## config.mk

```make
export PLATFORM = sky130hd
export DESIGN_NAME = hbr_top
export DESIGN_NICKNAME = d
export VERILOG_FILES = /design/src/hbr_pkg.sv /design/src/hbr_pin_if.sv /design/src/hbr_sync2.sv /design/src/hbr_top.sv
export SDC_FILE = /design/constraint.sdc
export NUM_CORES = 1
export LEC_CHECK = 0
export BUFFER_PORTS_ARGS = -buffer_cell sky130_fd_sc_hd__buf_2
export CORE_MARGIN = 8
export CORE_UTILIZATION = 45
export DETAILED_ROUTE_END_ITERATION = 8
export PLACE_DENSITY = 0.64
export SLEW_MARGIN = 20
export SYNTH_ARGS = -nofsm -noshare
export SYNTH_HDL_FRONTEND = slang
export SYNTH_HIERARCHICAL = 1
export SYNTH_SLANG_ARGS = --single-unit
```

## constraint.sdc

```tcl
create_clock -name clk_i -period 4.5 [get_ports clk_i]
set_input_delay 0.225 -clock clk_i [delete_from_list [all_inputs] [get_ports clk_i]]
set_output_delay 0.225 -clock clk_i [all_outputs]
set_load 0.03 [all_outputs]
```

## src/hbr_pkg.sv

```systemverilog
package hbr_pkg;

   // Width of the host data and address buses
   localparam int unsigned HBR_DATA_W = 8;
   localparam int unsigned HBR_ADDR_W = 7;
   localparam int unsigned HBR_MODE_W = 2;

   // Width of the pin bundle that crosses into the clock domain
   localparam int unsigned HBR_PIN_W  = 3 + HBR_MODE_W + HBR_DATA_W + HBR_ADDR_W;

   // Field positions inside the pin bundle
   localparam int unsigned HBR_PIN_SEL   = 0;
   localparam int unsigned HBR_PIN_STRB  = 1;
   localparam int unsigned HBR_PIN_RW    = 2;
   localparam int unsigned HBR_PIN_MODE  = 3;
   localparam int unsigned HBR_PIN_DATA  = HBR_PIN_MODE + HBR_MODE_W;
   localparam int unsigned HBR_PIN_ADDR  = HBR_PIN_DATA + HBR_DATA_W;

   // Strap codes on the bus mode pins
   localparam logic [HBR_MODE_W-1:0] HBR_STRAP_RDWR  = 2'h0;
   localparam logic [HBR_MODE_W-1:0] HBR_STRAP_DSACK = 2'h1;
   localparam logic [HBR_MODE_W-1:0] HBR_STRAP_SYNC  = 2'h2;

   // Bus modes after strap decode
   typedef enum logic [1:0] {
      HBR_MODE_RDWR,
      HBR_MODE_DSACK,
      HBR_MODE_SYNC
   } hbr_mode_e;

   // Cycle handling states
   typedef enum logic [1:0] {
      HBR_ST_IDLE,
      HBR_ST_WAIT,
      HBR_ST_HOLD
   } hbr_state_e;

   // Complete state of the termination block
   typedef struct packed {
      hbr_state_e                state;
      hbr_mode_e                 mode;
      logic                      strap_taken;
      logic                      done_pin;
      logic                      req_valid;
      logic                      req_write;
      logic [HBR_ADDR_W-1:0]     req_addr;
      logic [HBR_DATA_W-1:0]     req_wdata;
   } hbr_top_s;

   // Reset value: pin high, which is inactive for both strobe modes
   localparam hbr_top_s HBR_TOP_RESET = '{
      state       : HBR_ST_IDLE,
      mode        : HBR_MODE_RDWR,
      strap_taken : 1'b0,
      done_pin    : 1'b1,
      req_valid   : 1'b0,
      req_write   : 1'b0,
      req_addr    : 7'h00,
      req_wdata   : 8'h00
   };

   // Two-stage synchroniser state
   typedef struct packed {
      logic [HBR_PIN_W-1:0]      stage1;
      logic [HBR_PIN_W-1:0]      stage2;
   } hbr_sync_s;

endpackage

```

## src/hbr_pin_if.sv

```systemverilog
`timescale 1ns/1ps
interface hbr_pin_if;
   import hbr_pkg::*;

   logic [HBR_PIN_W-1:0]   raw;     // Pin bundle straight from the pads
   logic [HBR_PIN_W-1:0]   synced;  // Same bundle after two flip-flops

   modport sync_side (input raw, output synced);
   modport user_side (output raw, input synced);
endinterface

```

## src/hbr_sync2.sv

```systemverilog
`timescale 1ns/1ps
module hbr_sync2
   import hbr_pkg::*;
(
   input  wire logic       clk_i,
   input  wire logic       rst_n_i,
   input  wire logic       clk_en_i,
   hbr_pin_if.sync_side    pins
);

   hbr_sync_s st;       // Registered stages
   hbr_sync_s next_st;  // Next value of the stages

   // First stage feeds only the second; nothing else looks at it
   always_comb
   begin
      next_st        = st;
      next_st.stage1 = pins.raw;
      next_st.stage2 = st.stage1;
   end

   // Frozen while the clock enable is low, but kept filling during reset
   // No reset value: a constant here would read as a selected cycle and a
   // wrong strap on the first edges after release; live pin levels avoid it
   // Limitation: reset must span at least two clock edges
   always_ff @(posedge clk_i)
   begin
      if (clk_en_i || !rst_n_i)
      begin
         st <= next_st;
      end
   end

   assign pins.synced = st.stage2;

endmodule

```

## src/hbr_top.sv

```systemverilog
// Behaviour
// Strobe mode: output is active-low ready
// Async modes: drive low only when completing
// Host stretches cycle while output stays high
// Acknowledge mode: output is active-low transfer acknowledge
// Sync mode: active-high ready, low before completion
// Host samples ready on rising clock edges
// Output changes only on rising clock edge; the asynchronous reset also drives it high at any time
// Sync write captures data on sampling edge
// Host asserts chip select for every access
// Outside cycles, output sits at inactive level; sync mode pin is high until first enabled edge after reset
`timescale 1ns/1ps
module hbr_top
   import hbr_pkg::*;
(
   input  wire logic                  clk_i,
   input  wire logic                  rst_n_i,
   input  wire logic                  clk_en_i,
   input  wire logic [HBR_MODE_W-1:0] mode_strap_i,
   input  wire logic                  host_select_n_i,
   input  wire logic                  strobe_n_i,
   input  wire logic                  rw_i,
   input  wire logic [HBR_DATA_W-1:0] host_data_i,
   input  wire logic [HBR_ADDR_W-1:0] host_addr_i,
   input  wire logic                  core_ack_i,
   output logic                       cycle_done_out_o,
   output logic                       req_valid_o,
   output logic                       req_write_o,
   output logic [HBR_ADDR_W-1:0]      req_addr_o,
   output logic [HBR_DATA_W-1:0]      req_wdata_o
);

   hbr_top_s st;       // Registered state of the block
   hbr_top_s next_st;  // Next value of the state

   hbr_pin_if pins ();  // Pin bundle on its way into the clock domain

   // Synchronised view of the pins, used by the asynchronous modes
   logic                  s_sel_n;   // Chip select after synchroniser
   logic                  s_strb_n;  // Strobe after synchroniser
   logic                  s_rw;      // Direction line after synchroniser
   logic [HBR_MODE_W-1:0] s_mode;    // Mode strap after synchroniser
   logic [HBR_DATA_W-1:0] s_data;    // Data bus after synchroniser
   logic [HBR_ADDR_W-1:0] s_addr;    // Address bus after synchroniser

   // Cycle decode results, per mode
   logic                  cyc_active;  // A selected cycle is present
   logic                  cyc_write;   // That cycle is a write
   logic [HBR_DATA_W-1:0] cyc_data;    // Data seen for that cycle
   logic [HBR_ADDR_W-1:0] cyc_addr;    // Address seen for that cycle
   logic                  is_sync;     // Clocked bus mode selected

   // Pack the pins into one bundle for the synchroniser
   assign pins.raw[HBR_PIN_SEL]                          = host_select_n_i;
   assign pins.raw[HBR_PIN_STRB]                         = strobe_n_i;
   assign pins.raw[HBR_PIN_RW]                           = rw_i;
   assign pins.raw[HBR_PIN_MODE +: HBR_MODE_W]           = mode_strap_i;
   assign pins.raw[HBR_PIN_DATA +: HBR_DATA_W]           = host_data_i;
   assign pins.raw[HBR_PIN_ADDR +: HBR_ADDR_W]           = host_addr_i;

   // Two flip-flops on every pin before the asynchronous logic reads it
   hbr_sync2 u_sync (
      .clk_i    (clk_i),
      .rst_n_i  (rst_n_i),
      .clk_en_i (clk_en_i),
      .pins     (pins)
   );

   // Unpack the synchronised bundle
   assign s_sel_n  = pins.synced[HBR_PIN_SEL];
   assign s_strb_n = pins.synced[HBR_PIN_STRB];
   assign s_rw     = pins.synced[HBR_PIN_RW];
   assign s_mode   = pins.synced[HBR_PIN_MODE +: HBR_MODE_W];
   assign s_data   = pins.synced[HBR_PIN_DATA +: HBR_DATA_W];
   assign s_addr   = pins.synced[HBR_PIN_ADDR +: HBR_ADDR_W];

   assign is_sync = (st.mode == HBR_MODE_SYNC);

   // Cycle decode for the configured mode
   // The clocked mode reads the raw pins: the host runs on this clock,
   // and a write must land on the very edge it is sampled on.
   // The strobe modes read the synchronised pins; data and address are
   // held stable by the host for the whole strobe, so the multi-bit
   // bundle has settled by the time the synchronised strobe arrives.
   always_comb
   begin
      cyc_active = 1'b0;
      cyc_write  = 1'b0;
      cyc_data   = s_data;
      cyc_addr   = s_addr;
      case (st.mode)
         HBR_MODE_RDWR:
         begin
            // Strobe pin carries the read strobe; rw_i low is write strobe
            cyc_active = !s_sel_n && (!s_strb_n || !s_rw);
            cyc_write  = !s_rw;
         end
         HBR_MODE_DSACK:
         begin
            // Data strobe frames the cycle; rw_i high reads, low writes
            cyc_active = !s_sel_n && !s_strb_n;
            cyc_write  = !s_rw;
         end
         HBR_MODE_SYNC:
         begin
            // Write: select, write enable and direction all low
            // Read: select low with direction high
            cyc_active = !host_select_n_i && (rw_i || !strobe_n_i);
            cyc_write  = !rw_i && !strobe_n_i;
            cyc_data   = host_data_i;
            cyc_addr   = host_addr_i;
         end
         default:
         begin
            cyc_active = 1'b0;
            cyc_write  = 1'b0;
         end
      endcase
   end

   // Next-state logic of the cycle handler
   always_comb
   begin
      next_st           = st;
      next_st.req_valid = 1'b0;
      case (st.state)
         HBR_ST_IDLE:
         begin
            if (!st.strap_taken)
            begin
               // Strap is caught once, on the first enabled edge after reset
               next_st.strap_taken = 1'b1;
               case (s_mode)
                  HBR_STRAP_DSACK: next_st.mode = HBR_MODE_DSACK;
                  HBR_STRAP_SYNC:  next_st.mode = HBR_MODE_SYNC;
                  default:         next_st.mode = HBR_MODE_RDWR;
               endcase
               // Park the pin at the inactive level of the new mode
               next_st.done_pin = (s_mode == HBR_STRAP_SYNC) ? 1'b0 : 1'b1;
            end
            else if (cyc_active)
            begin
               // Hand the access to the core; capture on this same edge
               next_st.req_valid = 1'b1;
               next_st.req_write = cyc_write;
               next_st.req_addr  = cyc_addr;
               if (cyc_write)
               begin
                  next_st.req_wdata = cyc_data;
               end
               next_st.state = HBR_ST_WAIT;
            end
            else
            begin
               // No cycle: termination sits inactive
               next_st.done_pin = is_sync ? 1'b0 : 1'b1;
            end
         end
         HBR_ST_WAIT:
         begin
            if (!cyc_active && !is_sync)
            begin
               // Host gave up the strobe early; drop back without acknowledging
               next_st.done_pin = 1'b1;
               next_st.state    = HBR_ST_IDLE;
            end
            else if (core_ack_i)
            begin
               // Core can finish the cycle: assert termination now
               next_st.done_pin = is_sync ? 1'b1 : 1'b0;
               next_st.state    = HBR_ST_HOLD;
            end
            else
            begin
               // Not ready yet: keep termination inactive, host stretches
               next_st.done_pin = is_sync ? 1'b0 : 1'b1;
            end
         end
         HBR_ST_HOLD:
         begin
            if (is_sync)
            begin
               // Ready stands for one clock, the edge the host samples it on
               next_st.done_pin = 1'b0;
               next_st.state    = HBR_ST_IDLE;
            end
            else if (!cyc_active)
            begin
               // Strobe released: release the termination and rearm
               next_st.done_pin = 1'b1;
               next_st.state    = HBR_ST_IDLE;
            end
            else
            begin
               // Hold low until the host ends the strobe, so it cannot miss it
               next_st.done_pin = 1'b0;
            end
         end
         default:
         begin
            next_st.state    = HBR_ST_IDLE;
            next_st.done_pin = is_sync ? 1'b0 : 1'b1;
         end
      endcase
   end

   // All state, including the pin, moves only on the rising edge, apart from the asynchronous reset
   always_ff @(posedge clk_i or negedge rst_n_i)
   begin
      if (!rst_n_i)
      begin
         st <= HBR_TOP_RESET;
      end
      else if (clk_en_i)
      begin
         st <= next_st;
      end
   end

   // Outputs come straight from the state flip-flops
   assign cycle_done_out_o = st.done_pin;
   assign req_valid_o      = st.req_valid;
   assign req_write_o      = st.req_write;
   assign req_addr_o       = st.req_addr;
   assign req_wdata_o      = st.req_wdata;

endmodule

```

* Word-level counts from Yosys, hierarchy flattened
Index checks and enable logic that the tools add are counted.
** Storage, ports and cells
- Flip-flop bits (word level) :: 63
- Output and inout bits :: 18
** Operators by class
- Equal/unequal tests :: 11
- Multiplexer cells :: 26
- Bitwise operators :: 1
- Reductions and logical operators :: 26
** Operators by type and width (count)
- 17-bit 2-to-1 mux :: 3
- 8-bit 2-to-1 mux :: 2
- 2-bit 2-to-1 mux :: 6
- 5-bit AND reduction :: 2
- 1-bit zero test :: 9
- 1-bit 2-to-1 mux :: 9
- 3-bit != test (second input constant) :: 3
- 7-bit 2-to-1 mux :: 1
- 2-bit by 1-bit equality test with 1-bit output (second input constant) :: 3
- 2-bit equality test (second input constant) :: 3
- 1-bit one-hot mux with 3 select lines :: 2
- 2-bit one-hot mux with 3 select lines :: 1
- 1-bit logical AND :: 5
- 2-bit zero test :: 2
- 2-bit != test (second input constant) :: 2
- 2-bit one-hot mux with 2 select lines :: 1
- 2-bit AND reduction :: 2
- 4-bit AND reduction :: 1
- 1-bit logical OR :: 3
- 3-bit AND reduction :: 1
- 1-bit one-hot mux with 2 select lines :: 1
- 2-bit OR reduction :: 1
- 1-bit NOT :: 1

* Depth between registers and ports, before layout
Gate-level depths: netlist of the first run.
- Depth in word-level cells :: 8
- Gate-level depth with buffers :: 6
- Gate-level depth less buffers :: 4

* Hierarchy
Netlist of the first run, hierarchy kept.
** Modules (own cells, without submodules)
- hbr_top :: times used 1, cells an instance 145, area each 1331.3 um^2
- hbr_sync2 :: times used 1, cells an instance 41, area each 1207.4 um^2

* Worst setup path before layout of the first run
Ideal clock, no wire load.
- Path type :: register to register
- Start :: register st[19] (netlist name)
- End :: register st (netlist bit req_wdata_o[0])
- Library setup time :: 125 ps
- Arrival :: 1641 ps
- Path slack :: 2734 ps
- Cell stages (with the launch flop) :: 5
- Path buffers :: 0
- Clock period less this slack :: 1766 ps
- Cell sequence :: dfrtp_1 > o21ai_1 > a32oi_1 > nor3_4 > mux2_2
** Between the ends
- Cells in the longest elaborated chain, start to end :: 4
** RTL lines
- start, declared :: line hbr_top.sv:33 : hbr_top_s st;
- start signal, assigned :: line hbr_top.sv:216 : st <= next_st;
- 2-bit by 1-bit equality test with 1-bit output / 2-bit zero test (equally long branches) :: line hbr_top.sv:91 : case (st.mode)
- 2-bit OR reduction (no line)
- 1-bit one-hot mux with 2 select lines :: line hbr_top.sv:91
- 5-bit AND reduction (no line)
Parallel ways exist; a longest one is shown, timed or not.
A chain may end at the register's enable or synchronous reset.

* Final worst setup path of the first run
- Start :: register st[19] (netlist name)
- End :: register st (netlist bit req_wdata_o[1])
The elaborated chain is that of the path after synthesis.

==> impl_metrics.json, run 1 <==
{
  "pre_cts_ws_ps": 2260,
  "grt_max_degree": 41,
  "cts_setup_buffers": 0,
  "ys.flop_type": "edfxtp_1",
  "p_per_area_mw_per_mm2": 581,
  "hp-start": "mode_strap_i[1]",
  "p_sw_share_pct": 32.1,
  "core-area_mm2": 0.00547,
  "worstSkewPairLatency_ps": 340,
  "worstPathRequired_ps": 4730,
  "design_area_mm2": 0.00290,
  "first_iter_violations": 97,
  "synth_seq_cells": 63,
  "clockBufferDepth": 2,
  "drive_gt1_share_pct": 34.4,
  "fin_ws_ps": 2310,
  "critPathKind": "register to register",
  "wl_per_cell_um": 15.6,
  "final_cell_count_no_fill": 296,
  "syn_to_final_growth_pct": 14.0,
  "leakagePower_uw": 0.00125,
  "dp.cells": 279,
  "p_int_uw": 1140,
  "p_sw_uw": 540,
  "dpl.hpwl_mm": 3.01,
  "drc_errors": 0,
  "fp-row-count": 27,
  "critPathCaptureType": "register",
  "ys_seq_area_share_pct": 70.0,
  "hold_buffers": 1,
  "syn_inst": 186,
  "synth_warnings": 6,
  "diodes": 0,
  "drt-total-wl_mm": 4.60,
  "post_drt_via_cell_ratio": 4.92,
  "die_y_um": 91.1,
  "cts_resized": 0,
  "drtPass1Iterations": 4,
  "power.clock.fraction_pct": 26.3,
  "slew_headroom_pct": 35.9,
  "rsz0062_at_grt": "no",
  "ir_drop_uv": 288,
  "period_minus_slack_ps": 2190,
  "placed_area_mm2": 0.00271,
  "start_kind": "register",
  "ios": 42,
  "synth.distinct_cells": 33,
  "vias": 1457,
  "synth.top_cell.area_share_pct": 47.3,
  "synth_area_per_cell_um2": 13.6,
  "overflow": 0,
  "cts_tree": "done",
  "grt_pass1_vias": 1468,
  "max_stage_delay_ps": 470,
  "status": "completed",
  "cts.htree.levels": 3,
  "path_cells": "nand2b_1, o32a_1, nor3_4, mux2_2",
  "combPwrFrac_pct": 25.9,
  "slowest_stage": "o32a_1",
  "cts_inserted_buffers": 9,
  "antenna_found_initial": 0,
  "synth_edf_count": 40,
  "portBuffers": 41,
  "yosysTopAreaCell": "edfxtp_1",
  "initial_core_util_pct": 46.4,
  "async_reset_ff_share_pct": 36.5,
  "setup_viol": 0,
  "grt_pass1_wl_mm": 7.52,
  "period_share_pct": 48.7,
  "path_clk_slew_ps": 60,
  "synthTopCellsByArea": "edfxtp_1 47%, dfrtp_1 22%, mux2_2 7.1%",
  "r2r_start": "st[19]",
  "cts_root_buf": "clkbuf_8",
  "place.gp.congestion": 0.752,
  "synth_area_mm2": 0.00254,
  "hold_viol": 0,
  "cp-startpoint": "st[19]",
  "final_nets": 243,
  "synth_fp_nets": 210,
  "track_usage_pct": 11.8,
  "skew_ps": 6.13,
  "seqPwrFrac_pct": 47.8,
  "critPathMaxFanout": 17,
  "tightestPinTransition_ps": 962,
  "setup_tns_ps": 0,
  "die-area_mm2": 0.00830,
  "cts_sinks": 63,
  "critPathArrivalTime_ps": 2420,
  "drv_cap": 0,
  "fmax_mhz": 456,
  "hp-class": "input port to register",
  "slew_viol_final": 0,
  "drt.antenna.violating_nets": 0,
  "die_x_um": 91.1
}
[per-layer routing]
metal | global-route usage, % | part of all wire [%] | up-vias
li1 | - | - | 711
met1 | 13.7 | 44 | 690
met2 | 17.8 | 47 | 46
met3 | 6.26 | 7.3 | 10
met4 | 5.32 | 1.7 | 0
met5 | 0 | 0 | -
[worst max-delay path, delay by kind of cell, from the launching register on]
kind | cells | cell delay (ps)
multiplexers | 1 | 380
AND/OR/NAND/NOR | 2 | 800
AO/OA/AOI/OAI | 1 | 470
flip-flops | 1 | 420
[synth_stat cells, types with 2 or more instances]
cell type,count
nand2_1,47
o41ai_1,2
dfrtp_1,22
edfxtp_1,40
mux2_2,16
a21o_1,2
buf_4,15
nand2b_1,5
nor2_1,2
a21oi_1,2
clkbuf_2,2
inv_1,4
nand3_1,2
clkbuf_1,3
o31ai_1,2
o21ai_0,3
[path summary, 6_finish.rpt]
check,to,slack (ps),cells after the start
max in group asynchronous,req_addr_o[1],3680,2
min in group asynchronous,req_wdata_o[1],430,2
min reg2reg,u_sync/pins.synced[8],420,0
max reg2reg,req_wdata_o[1],2310,4
min,u_sync/next_st[4],60,1
max,req_wdata_o[1],2310,4
[flip-flops by register name, summed over array words and instances, names as in the netlist]
| signal | count |
|---|---|
| req_valid_o | 1 |
| cycle_done_out_o | 1 |
| req_addr_o | 7 |
| req_wdata_o | 8 |
| u_sync/next_st | 20 |
| u_sync/pins.synced | 20 |
| st | 5 |
| req_write_o | 1 |
[power groups by stage]
stage,clock network (uW),registers [uW],logic [uW]
after floorplan,0,818,396
after CTS,458,806,444
final,442,804,437
after global routing,479,817,469
after global placement,0,813,438
after detailed placement,0,817,442
[metrics by stage]
stage	total power, uW	util (%)	hold slack, ps
final	1680	52.9	58.5
after global routing	1760	52.9	36.0
after CTS	1710	52.9	41.7
after detailed placement	1260	49.4	262
after global placement	1250	49.4	258
after floorplan	1210	-	-70.6
[cell type report]
| type | count | area, um2 |
|---|---|---|
| clock inverters | 1 | 3.75 |
| well taps | 72 | 90.1 |
| repair buffers | 43 | 223 |
| fillers | 515 | 2580 |
| clock buffers | 15 | 176 |
| multi-input cells | 98 | 609 |
| flip-flops and latches | 63 | 1780 |
| inverters | 4 | 15.0 |
[cell usage in the layout, fill, tap and decap left out, types with 2 or more instances in the layout]
| cell type | n |
|---|---|
| nand2_1 | 47 |
| buf_2 | 41 |
| edfxtp_1 | 40 |
| dfrtp_1 | 22 |
| mux2_2 | 16 |
| clkbuf_8 | 12 |
| nand2b_1 | 4 |
| inv_1 | 4 |
| o21ai_0 | 3 |
| clkbuf_1 | 3 |
| nor2_1 | 2 |
| o41ai_1 | 2 |
| a21oi_1 | 2 |
| o31ai_1 | 2 |
| a21o_1 | 2 |
| nand3_1 | 2 |
[kinds of logic (layout without fill, tap and decap cells)]
group / Yosys count / after routing / share of synthesized area [%]
flip-flops: 63 / 63 / 70.0
buffers and inverters: 25 / 63 / 6.06
multiplexers: 16 / 16 / 7.10
AND/OR/NAND/NOR: 64 / 64 / 11.7
AO/OA/AOI/OAI: 18 / 18 / 5.08
Power figures use the tool's default switching activity.
==> inputs of run 2 (changes only) <==
--- a/config.mk
+++ b/config.mk
@@ -5,6 +5,7 @@
 export SDC_FILE = /design/constraint.sdc
 export NUM_CORES = 1
 export LEC_CHECK = 0
+export ABC_AREA = 1
 export BUFFER_PORTS_ARGS = -buffer_cell sky130_fd_sc_hd__buf_2
 export CORE_MARGIN = 8
 export CORE_UTILIZATION = 45
==> constraint.sdc (replaced) <==
create_clock -name clk_i -period 2.3 [get_ports clk_i]
set_input_delay 0.115 -clock clk_i [delete_from_list [all_inputs] [get_ports clk_i]]
set_output_delay 0.115 -clock clk_i [all_outputs]
set_load 0.03 [all_outputs]
==> run 2 against run 1 <==
  * Non-clock buffer count grew 23
  * Die area grew 3.1%
  * Largest power group unchanged
  * Global-route usage shrank 0.11 points
  * Sequential share of layout area shrank 6.5 points
  * Critical path type unchanged
  * Synthesized cell count grew 34%
  * Critical endpoint unchanged
==> impl_metrics.json, run 2 <==
{
  "status": "completed",
  "grt_pass1_vias": 1710,
  "cts.htree.levels": 3,
  "core-area_mm2": 0.00578,
  "synth_seq_cells": 63,
  "rsz0062_at_grt": "no",
  "critPathArrivalTime_ps": 1950,
  "r2r-end": "req_wdata_o[1]",
  "critPathMostFrequentCell": "nand2_1",
  "worstPathRequired_ps": 2560,
  "hold_buffers": 21,
  "r2r_slack_ps": 610,
  "synth.most_common_cell": "nand2_1",
  "grt_max_degree": 24,
  "ys.flop_type": "edfxtp_1",
  "synth_area_per_cell_um2": 10.6,
  "drv_cap": 0,
  "endpoint": "req_wdata_o[1]",
  "worstSkewPairLatency_ps": 320,
  "track_usage_pct": 11.7,
  "seqPwrFrac_pct": 46.0,
  "antenna_found_initial": 0,
  "cts_sinks": 63,
  "ff2ff_path_depth": 7,
  "async_reset_ff_share_pct": 36.5,
  "tightestPinTransition_ps": 496,
  "slew_headroom_pct": 66.9,
  "synth.distinct_cells": 25,
  "mostFrequentLayoutCells": "107 x nand2_1, 41 x buf_2, 40 x edfxtp_1",
  "grt_pass1_wl_mm": 7.87,
  "leakagePower_uw": 0.00155,
  "syn_inst": 249,
  "period_share_pct": 73.3,
  "ir_drop_uv": 547,
  "cts_setup_buffers": 0,
  "synth_warnings": 6,
  "cp-startpoint": "st[19]",
  "setup_tns_ps": 0,
  "p_sw_share_pct": 32.6,
  "p_sw_uw": 1120,
  "skew_ps": 12.9,
  "start_kind": "register",
  "r2r_start": "st[19]",
  "p_int_uw": 2320,
  "final_nets": 330,
  "cts_root_buf": "clkbuf_8",
  "clockBufferDepth": 2,
  "place.gp.congestion": 0.766,
  "hold_viol": 0,
  "dpl.hpwl_mm": 3.33,
  "fp-row-count": 28,
  "overflow": 0,
  "synth_commonest_cells": "107 x nand2_1, 40 x edfxtp_1, 22 x dfrtp_1",
  "drt.antenna.violating_nets": 0,
  "first_iter_violations": 99,
  "synth.top_cell.area_share_pct": 45.6,
  "power.clock.fraction_pct": 28.7,
  "syn_to_final_growth_pct": 23.0,
  "hp-class": "input port to register",
  "cts_resized": 0,
  "slowest_stage": "dfrtp_1",
  "ys_seq_area_share_pct": 67.5,
  "cts_tree": "done",
  "synth_area_mm2": 0.00264,
  "slew_viol_final": 0,
  "path_clk_slew_ps": 70,
  "drive_gt1_share_pct": 22.2,
  "critPathKind": "register to register",
  "synth_fp_nets": 273,
  "initial_core_util_pct": 45.6,
  "fmax_mhz": 593,
  "fin_util_pct": 56.1,
  "drc_errors": 0,
  "synthTopCellsByArea": "edfxtp_1 46%, dfrtp_1 21%, nand2_1 15%",
  "max_stage_delay_ps": 450,
  "mostFrequentLayoutCell": "nand2_1",
  "die_x_um": 92.5,
  "combPwrFrac_pct": 25.3,
  "p_per_area_mw_per_mm2": 1060,
  "cts_inserted_buffers": 9,
  "ios": 42,
  "path_cells": "nor2_8, nand3_1, nand2_2, nand3_4, nor2_4, nand2_1, nand2_1",
  "vias": 1730,
  "setup_viol": 0,
  "critPathMaxFanout": 21,
  "die-area_mm2": 0.00856,
  "critPathCaptureType": "register",
  "synth_edf_count": 40,
  "portBuffers": 41,
  "diodes": 0,
  "post_drt_via_cell_ratio": 4.48,
  "drtPass1Iterations": 4,
  "die_y_um": 92.5,
  "drt-total-wl_mm": 4.81,
  "yosysTopAreaCell": "edfxtp_1",
  "period_minus_slack_ps": 1690,
  "wl_per_cell_um": 12.5
}
[run 2: cell count changes after synthesis, sizes merged, moves of 3 or more]
cell	before	now
nand2b	5	0
mux2	16	0
clkbuf	5	1
o21ai	4	14
buf	16	19
nand3	2	9
inv	4	16
nand2	47	109
nor2	3	14
[run 2: per-stage QoR]
| stage | worst slack (ps) | total power [uW] | cell area (um2) | cells | hold slack (ps) |
|---|---|---|---|---|---|
| after floorplan | 904 | 2360 | 2640 | 249 | -181 |
| after global placement | 681 | 2450 | 2820 | 349 | 148 |
| after detailed placement | 617 | 2470 | 2820 | 349 | 150 |
| after CTS | 592 | 3480 | 3240 | 386 | 69.9 |
| after global routing | 439 | 3620 | 3240 | 386 | 81.0 |
| final | 615 | 3440 | 3240 | 386 | 83.5 |
[run 2: area by class of cell]
cell class / count / area [um2]
well taps: 75 / 93.8
fillers: 505 / 2540
inverters: 16 / 62.6
clock inverters: 2 / 37.5
clock buffers: 14 / 173
repair buffers: 66 / 445
flip-flops and latches: 63 / 1780
multi-input cells: 150 / 651
[run 2: cells by family after synthesis]
logic type             synth area share [%]
flip-flops                             67.5
AO/OA/AOI/OAI                          3.28
buffers and inverters                  7.83
AND/OR/NAND/NOR                        21.4
[run 2: critical path: cells and delay by family (launching register included)]
family	cells	cell delay [ps]
simple gates	7	1160
flops	1	450
[run 2: worst min-delay path by stage]
stage	startpoint	to	slack (ps)	cells after the start
after CTS	clk_en_i	cycle_done_out_o	70	4
after detailed placement	rst_n_i	req_addr_o[5]	150	2
final	clk_en_i	cycle_done_out_o	80	4
after floorplan	rst_n_i	req_addr_o[0]	-180	0
after global routing	core_ack_i	st[22]	80	3
after global placement	rst_n_i	req_addr_o[5]	150	2
[run 2: power by group through the flow]
stage / Clock, uW / Combinational [uW] / Sequential (uW)
global placement: 0 / 846 / 1610
global route: 1050 / 958 / 1610
finish: 986 / 871 / 1580
floorplan: 0 / 750 / 1610
detailed placement: 0 / 857 / 1610
CTS: 1010 / 885 / 1590
[run 2: per-layer routing]
metal  vias to the layer above  GRT usage [%]  wire length, um
met3                         4           4.85              249
met2                        39           18.4             2280
li1                        903              -                -
met5                         -              0                0
met1                       784           14.2             2230
met4                         0           4.30               47
